[src/prs_pkg.sv]
// Purpose: constants and types for the panel reset threshold/delay bank
// Assumes: AHB-Lite slave on a 25 MHz hclk, one word per register
// Notes: register index times four gives the byte address
package prs_pkg;
    localparam int ADDR_W = 12;
    localparam int INDEX_W = ADDR_W - 2;
    localparam logic [INDEX_W-1:0] THRESH_INDEX = 10'h011;
    localparam logic [INDEX_W-1:0] DELAY_INDEX = 10'h012;
    localparam int FIELD_LSB = 0;
    localparam int FIELD_W = 4;
    localparam logic [FIELD_W-1:0] THRESH_RESET = 4'h0;
    localparam logic [FIELD_W-1:0] DELAY_RESET = 4'h0;
    // threshold decode
    localparam logic [FIELD_W-1:0] THRESH_LOCKOUT_CODE = 4'h0;
    localparam logic [FIELD_W-1:0] THRESH_MAX_CODE = 4'hB;
    localparam int THRESH_BASE_MV = 2000;
    localparam int THRESH_STEP_MV = 100;
    localparam int LEVEL_W = 12;
    // delay decode and timebase
    localparam logic [FIELD_W-1:0] DELAY_MAX_CODE = 4'h7;
    localparam int DELAY_STEP_MS = 5;
    localparam int DELAY_MS_W = 6;
    localparam int CLK_HZ = 25_000_000;
    localparam int MS_PER_S = 1000;
    localparam int MS_CYCLES_DEFAULT = CLK_HZ / MS_PER_S;

    // settings handed to the analog threshold comparator
    typedef struct packed {
        logic undervoltage_lockout_level_select;
        logic [LEVEL_W-1:0] level_mv;
    } prs_thresh_t;
endpackage

[src/prs_delay_timer.sv]
// Purpose: holds the panel reset low until the start delay has run out
// Assumes: supply_ok already synchronised to clk
// Notes: the delay value is sampled live while counting
`timescale 1ns/1ps
`default_nettype none
module prs_delay_timer #(
    parameter int MS_CYCLES = 25000,
    parameter int MS_W = 6
) (
    input wire logic clk,
    input wire logic rst_n,
    input wire logic supply_ok,
    input wire logic [MS_W-1:0] delay_ms,
    output logic released
);
    localparam int PW = $clog2(MS_CYCLES + 1);

    typedef enum logic [1:0] {ST_HOLD, ST_COUNT, ST_OPEN} prs_tstate_t;

    prs_tstate_t state;
    prs_tstate_t next_state;
    logic [PW-1:0] presc;
    logic [PW-1:0] next_presc;
    logic [MS_W-1:0] ms_cnt;
    logic [MS_W-1:0] next_ms_cnt;

    generate
        if (MS_CYCLES < 1 || MS_W < 1) begin : g_bad
            $error("prs_delay_timer: MS_CYCLES and MS_W must be positive");
        end
    endgenerate

    wire ms_tick = (presc == PW'(MS_CYCLES - 1));
    wire delay_done = (ms_cnt >= delay_ms);

    // sequencing; a supply drop always forces the reset back on
    always_comb begin
        next_state = state;
        next_presc = presc;
        next_ms_cnt = ms_cnt;
        case (state)
            ST_HOLD: begin
                next_presc = '0;
                next_ms_cnt = '0;
                if (supply_ok) begin
                    next_state = ST_COUNT;
                end
            end
            ST_COUNT: begin
                if (!supply_ok) begin
                    next_state = ST_HOLD;
                end else if (delay_done) begin
                    next_state = ST_OPEN;
                end else if (ms_tick) begin
                    next_presc = '0;
                    next_ms_cnt = ms_cnt + 1'b1;
                end else begin
                    next_presc = presc + 1'b1;
                end
            end
            ST_OPEN: begin
                if (!supply_ok) begin
                    next_state = ST_HOLD;
                end
            end
            default: begin
                next_state = ST_HOLD;
            end
        endcase
    end

    // state and the released level, both from flops
    always_ff @(posedge clk or negedge rst_n) begin
        if (!rst_n) begin
            state <= ST_HOLD;
            presc <= '0;
            ms_cnt <= '0;
            released <= 1'b0;
        end else begin
            state <= next_state;
            presc <= next_presc;
            ms_cnt <= next_ms_cnt;
            released <= (next_state == ST_OPEN);
        end
    end

    // checking helper: cycles since supply came good, saturating
    int elapsed;
    always_ff @(posedge clk or negedge rst_n) begin
        if (!rst_n) begin
            elapsed <= 0;
        end else if (!supply_ok) begin
            elapsed <= 0;
        end else if (elapsed < 32'h7FFF_FFFF) begin
            elapsed <= elapsed + 1;
        end
    end
endmodule
`default_nettype wire

[src/prs_regs.sv]
// Purpose: threshold and start delay registers for the panel reset output
// Assumes: AHB-Lite single word transfers, zero wait states, OKAY only
// Notes: supply_ok_pin is asynchronous and is synchronised here
// Notes: the panel reset is released only while the supply holds good
`timescale 1ns/1ps
`default_nettype none
module prs_regs #(
    parameter int MS_CYCLES = prs_pkg::MS_CYCLES_DEFAULT
) (
    input wire logic hclk,
    input wire logic hresetn,
    input wire logic hsel,
    input wire logic [prs_pkg::ADDR_W-1:0] haddr,
    input wire logic [1:0] htrans,
    input wire logic hwrite,
    input wire logic [2:0] hsize,
    input wire logic [31:0] hwdata,
    input wire logic hready,
    output logic hreadyout,
    output logic hresp,
    output logic [31:0] hrdata,
    input wire logic supply_ok_pin,
    output prs_pkg::prs_thresh_t threshold_cfg,
    output logic [prs_pkg::FIELD_W-1:0] threshold_code,
    output logic panel_reset_out_n
);
    import prs_pkg::*;

    logic [FIELD_W-1:0] delay_code;
    logic wr_pend;
    logic [INDEX_W-1:0] wr_index;
    logic supply_meta;
    logic supply_sync;
    logic [DELAY_MS_W-1:0] delay_ms;

    // the longest step must fit the delay width handed to the timer
    generate
        if (MS_CYCLES < 1 || DELAY_STEP_MS * int'(DELAY_MAX_CODE) >=
                2 ** DELAY_MS_W) begin : g_bad
            $error("prs_regs: MS_CYCLES or delay width out of range");
        end
    endgenerate

    // readback of one register; upper bits always zero
    function automatic logic [31:0] reg_read(
        input logic [INDEX_W-1:0] idx,
        input logic [FIELD_W-1:0] thr,
        input logic [FIELD_W-1:0] dly
    );
        logic [31:0] val;
        val = 32'h0000_0000;
        if (idx == THRESH_INDEX) begin
            val[FIELD_LSB +: FIELD_W] = thr;
        end else if (idx == DELAY_INDEX) begin
            val[FIELD_LSB +: FIELD_W] = dly;
        end
        return val;
    endfunction

    // address phase decode; hsize is not checked, only words are used
    wire addr_ok = hsel & htrans[1] & hready;
    wire [INDEX_W-1:0] addr_index = haddr[ADDR_W-1:2];
    wire rd_take = addr_ok & ~hwrite;
    wire wr_thresh = wr_pend & (wr_index == THRESH_INDEX);
    wire wr_delay = wr_pend & (wr_index == DELAY_INDEX);

    // only the low field is stored; upper write data falls away
    wire [FIELD_W-1:0] wr_field = hwdata[FIELD_LSB +: FIELD_W];
    wire [FIELD_W-1:0] next_threshold_code =
        wr_thresh ? wr_field : threshold_code;
    wire [FIELD_W-1:0] next_delay_code =
        wr_delay ? wr_field : delay_code;

    // read data uses next values so a read right after a write sees it
    wire [31:0] next_hrdata = rd_take ?
        reg_read(addr_index, next_threshold_code, next_delay_code) :
        32'h0000_0000;

    // zero wait states: never stalls, never errors
    assign hreadyout = 1'b1;
    assign hresp = 1'b0;

    // bus phase tracking and read data
    always_ff @(posedge hclk or negedge hresetn) begin
        if (!hresetn) begin
            wr_pend <= 1'b0;
            wr_index <= '0;
            hrdata <= 32'h0000_0000;
        end else begin
            wr_pend <= addr_ok & hwrite;
            wr_index <= addr_index;
            hrdata <= next_hrdata;
        end
    end

    // configuration storage
    always_ff @(posedge hclk or negedge hresetn) begin
        if (!hresetn) begin
            threshold_code <= THRESH_RESET;
            delay_code <= DELAY_RESET;
        end else begin
            threshold_code <= next_threshold_code;
            delay_code <= next_delay_code;
        end
    end

    // codes above B clamp to the 3.0 V step; code 0 picks lockout
    wire [FIELD_W-1:0] thresh_eff = (threshold_code > THRESH_MAX_CODE) ?
        THRESH_MAX_CODE : threshold_code;
    wire thresh_lockout = (threshold_code == THRESH_LOCKOUT_CODE);
    wire [LEVEL_W-1:0] thresh_mv = thresh_lockout ? '0 :
        LEVEL_W'(THRESH_BASE_MV +
        (int'(thresh_eff) - 1) * THRESH_STEP_MV);

    // comparator settings leave through flops
    always_ff @(posedge hclk or negedge hresetn) begin
        if (!hresetn) begin
            threshold_cfg <= '0;
        end else begin
            threshold_cfg.undervoltage_lockout_level_select <= thresh_lockout;
            threshold_cfg.level_mv <= thresh_mv;
        end
    end

    // undocumented delay codes are held at the longest step
    wire [FIELD_W-1:0] delay_eff = (delay_code > DELAY_MAX_CODE) ?
        DELAY_MAX_CODE : delay_code;
    assign delay_ms = DELAY_MS_W'(int'(delay_eff) * DELAY_STEP_MS);

    // supply detect pin crosses in through two flops
    always_ff @(posedge hclk or negedge hresetn) begin
        if (!hresetn) begin
            supply_meta <= 1'b0;
            supply_sync <= 1'b0;
        end else begin
            supply_meta <= supply_ok_pin;
            supply_sync <= supply_meta;
        end
    end

    // panel reset stays low until the delay has elapsed
    prs_delay_timer #(
        .MS_CYCLES(MS_CYCLES),
        .MS_W(DELAY_MS_W)
    ) u_timer (
        .clk(hclk),
        .rst_n(hresetn),
        .supply_ok(supply_sync),
        .delay_ms(delay_ms),
        .released(panel_reset_out_n)
    );
endmodule
`default_nettype wire

[config.mk]
export PLATFORM = sky130hd
export DESIGN_NAME = prs_regs
export DESIGN_NICKNAME = d
export VERILOG_FILES = /design/src/prs_pkg.sv /design/src/prs_delay_timer.sv /design/src/prs_regs.sv
export SDC_FILE = /design/constraint.sdc
export NUM_CORES = 1
export LEC_CHECK = 0
export ABC_AREA = 1
export BUFFER_PORTS_ARGS = -buffer_cell sky130_fd_sc_hd__buf_2
export CORE_MARGIN = 5
export CORE_UTILIZATION = 53
export DETAILED_ROUTE_END_ITERATION = 12
export PLACE_DENSITY = 0.8
export RECOVER_POWER = 50
export SYNTH_ARGS = -nofsm -noshare
export SYNTH_HDL_FRONTEND = slang
export SYNTH_SLANG_ARGS = --single-unit
[constraint.sdc]
create_clock -name hclk -period 4.5 [get_ports hclk]
set_input_delay 0.45 -clock hclk [delete_from_list [all_inputs] [get_ports hclk]]
set_output_delay 0.45 -clock hclk [all_outputs]
set_load 0.01 [all_outputs]
==> flow_metrics.env <==
export IMPL_yosys_area_share_xor_xnor=0.03818
export IMPL_fin_skew_ns=0.01105
export IMPL_synth_ff_type="dfrtp_1"
export IMPL_power_per_cell_area_nw_per_um2=251.2
export IMPL_fin_crit_sh=0.8935
export IMPL_finalCriticalPeriod_ns=4.021
export IMPL_r2r_start="threshold_code[3]"
export IMPL_status="complete, but fails checks"
export IMPL_clk_path_buf_depth=2
export IMPL_clockRootBuffer="clkbuf_8"
export IMPL_reg2regPathDepth=19
export IMPL_rows=31
export IMPL_n_antenna_cell=0
export IMPL_endpoint_kind="flop"
export IMPL_maxSlewHeadroom=-1.087
export IMPL_finalWeightedCongestion=0.8917
export IMPL_clock_sinks=60
export IMPL_avgSynthCellArea_um2=7.847
export IMPL_hp_start="haddr[7]"
export IMPL_firstDrtPassIters=4
export IMPL_synth_area_leaders="dfrtp_1 38%, nand2_1 12%, ha_1 8.7%, buf_4 6.7%, nor2_1 5.9%"
export IMPL_hold_end="wr_index[5]"
export IMPL_crit_required_ns=4.72
export IMPL_die_x_um=95.78
export IMPL_io_buffers=40
export IMPL_grt_pass1_wl_um=12810
export IMPL_final_cell_mix="129 x nand2_1, 61 x nor2_1, 60 x dfrtp_1, 53 x inv_1, 39 x nand3_1"
export IMPL_drc_errors=0
export IMPL_muxShareOfSynthArea=0
export IMPL_violations="max-capacitance violations, max-slew violations"
export IMPL_clkSlewWorstSetupHoldPaths_ns=0.07
export IMPL_grt_overflow_total=0
export IMPL_synth_edf_count=0
export IMPL_synthAdderAreaFrac=0.1020
export IMPL_start_util=0.5406
export IMPL_leakage_nw=2.187
export IMPL_drtIter0Drc=149
export IMPL_max_vdd_ir_drop_mv=0.2340
export IMPL_hold_ws_ns=0.2309
export IMPL_rsz0062_at_grt="false"
export IMPL_dp_hpwl_um=5611
export IMPL_grt_pass1_vias=3082
export IMPL_final_common_cell="nand2_1"
export IMPL_crit_start="threshold_code[3]"
export IMPL_die_h_um=95.78
export IMPL_synth_area_leader_cell="dfrtp_1"
export IMPL_wl_per_cell_um=11.49
export IMPL_dieArea_um2=9174
export IMPL_synth_area_um2=3900
export IMPL_synth_cells=497
export IMPL_tightest_slew_ns=3.131
export IMPL_hold_depth=1
export IMPL_hold_viol_final=0
export IMPL_maxCapViolCount=1
export IMPL_clk_latency_ns=0.33
export IMPL_htreeDepth=3
export IMPL_drtAntennaViolNets=0
export IMPL_grt_max_degree=61
export IMPL_ys_ff_latch=60
export IMPL_path_max_fanout=9
export IMPL_ys_warnings_count=0
export IMPL_cts_buffers=9
export IMPL_r2r_end="threshold_cfg[11]"
export IMPL_rrSetupSlack_ns=0.48
export IMPL_hold_path_class="input port to flop"
export IMPL_slew_violations=61
export IMPL_ctsResizeCount=0
export IMPL_setup_viol=0
export IMPL_via_per_inst=4.821
export IMPL_core_area_um2=7214
export IMPL_drive_gt1_frac=0.1460
export IMPL_synth_top_cell_area_share=0.3850
export IMPL_syn2layout_area_growth_pct=8.213
export IMPL_grtUsageTotal=0.1761
export IMPL_antenna_found_initial=0
export IMPL_crit_type="flop to flop"
export IMPL_synth_top_family_by_area="simple AND/OR/NAND/NOR gates"
export IMPL_ys_seq_area_frac=0.3850
export IMPL_cts_tree="done"
export IMPL_cts_hold_buf=0
export IMPL_clock_fmax_mhz=248.7
export IMPL_final_nets=628
export IMPL_async_flop_share=1.000
export IMPL_totalWireLength_um=7437
export IMPL_crit_arrival_ns=4.24
export IMPL_fillers=679
export IMPL_vias=3119
export IMPL_synth_distinct_cells=32
export IMPL_top_level_ports=107
export IMPL_postCtsSetupBuffers=0
export IMPL_worstSetupStartpointType="flop"
export IMPL_synth_compound_area_frac=0.02663
export IMPL_synth_simple_gate_area_share=0.3163
export IMPL_tns_ns=0
## metrics by stage
stage | instances | power, mW | instance area (um^2) | setup WS, ns | utilization
6_report | 647 | 1.060 | 4220 | 0.4793 | 0.5850
5_1_grt | 647 | 1.113 | 4220 | 0.1880 | 0.5850
4_1_cts | 647 | 1.069 | 4230 | 0.4998 | 0.5864
3_5_place_dp | 631 | 0.6599 | 4063 | 0.5457 | 0.5631
3_3_place_gp | 631 | 0.6567 | 4063 | 0.6277 | 0.5631
2_1_floorplan | 528 | 0.6495 | 4016 | 0.8131 | -
## per-layer routing
| metal | global-route usage | part of all wire |
|---|---|---|
| met1 | 0.2010 | 0.43 |
| met2 | 0.3225 | 0.50 |
| met3 | 0.04769 | 0.053 |
| met4 | 0.04739 | 0.011 |
| met5 | 0 | 0 |
## critical path, cell delays in order, from the launching register on
cell      delay, ns
dfrtp_1        0.50
a21oi_2        0.26
nand2_1        0.15
nor2_4         0.25
inv_2          0.10
nand2_2        0.09
inv_1          0.09
fa_1           0.55
inv_1          0.04
ha_1           0.28
ha_1           0.30
inv_1          0.06
fa_1           0.56
inv_1          0.04
nor3_1         0.20
nand3b_1       0.13
nor2_1         0.14
nand2_1        0.07
nand2_1        0.05
nor2_1         0.04
## synth_stat cells (2+ instances only)
cell type / instances
nand3_2: 3
buf_4: 35
buf_6: 2
xor2_1: 11
nand3_1: 39
nor2_4: 2
inv_1: 53
conb_1: 2
fa_1: 3
nand3b_1: 9
nand2_4: 3
and2_1: 3
nor2_2: 6
nand2_1: 129
nor3_2: 2
ha_1: 27
nor2_1: 61
or2_2: 5
xnor2_1: 6
a21oi_1: 11
nand4_1: 4
nor3_1: 4
dfrtp_1: 60
o21ai_0: 4
inv_2: 6
## worst max path at each step
stage	endpoint	slack [ns]	cells past startpoint
floorplan	threshold_cfg[11]	0.81	20
global placement	threshold_cfg[11]	0.63	19
detailed placement	threshold_cfg[11]	0.55	19
CTS	threshold_cfg[11]	0.50	19
global route	threshold_cfg[11]	0.19	19
finish	threshold_cfg[11]	0.48	19
## cell type report
type,instances,area [um^2],share of cell area
clock buffer,9,123.9,0.02935
clock inverter,7,43.79,0.01038
inverter,59,221.5,0.05248
multi-input combinational,372,2008,0.4758
sequential,60,1501,0.3558
tap,99,123.9,0.02935
timing repair buffer,41,197.7,0.04684
## cell families (layout without fill, tap and decap cells)
logic type | count (synthesis) | count (layout)
AOI/OAI and AO/OA | 19 | 19
and+or+nand+nor | 273 | 273
DFF | 60 | 60
adders and majority gates | 30 | 30
xor gates and xnor gates | 17 | 17
buffers and inverters | 96 | 116
other | 2 | 33
## state kept, by name, summed over array words and instances (netlist names)
signal,cells
threshold_cfg,11
supply_sync,1
supply_meta,1
delay_code,4
hrdata,4
u_timer.presc,15
wr_index,10
u_timer.ms_cnt,6
u_timer.state,2
u_timer.released,1
threshold_code,4
wr_pend,1
## power breakdown
part | internal, mW | switching, mW
registers | 0.553 | 0.0111
clock network | 0.196 | 0.215
logic | 0.0252 | 0.0602
total | 0.774 | 0.286
(Power assumes the default switching activity.)
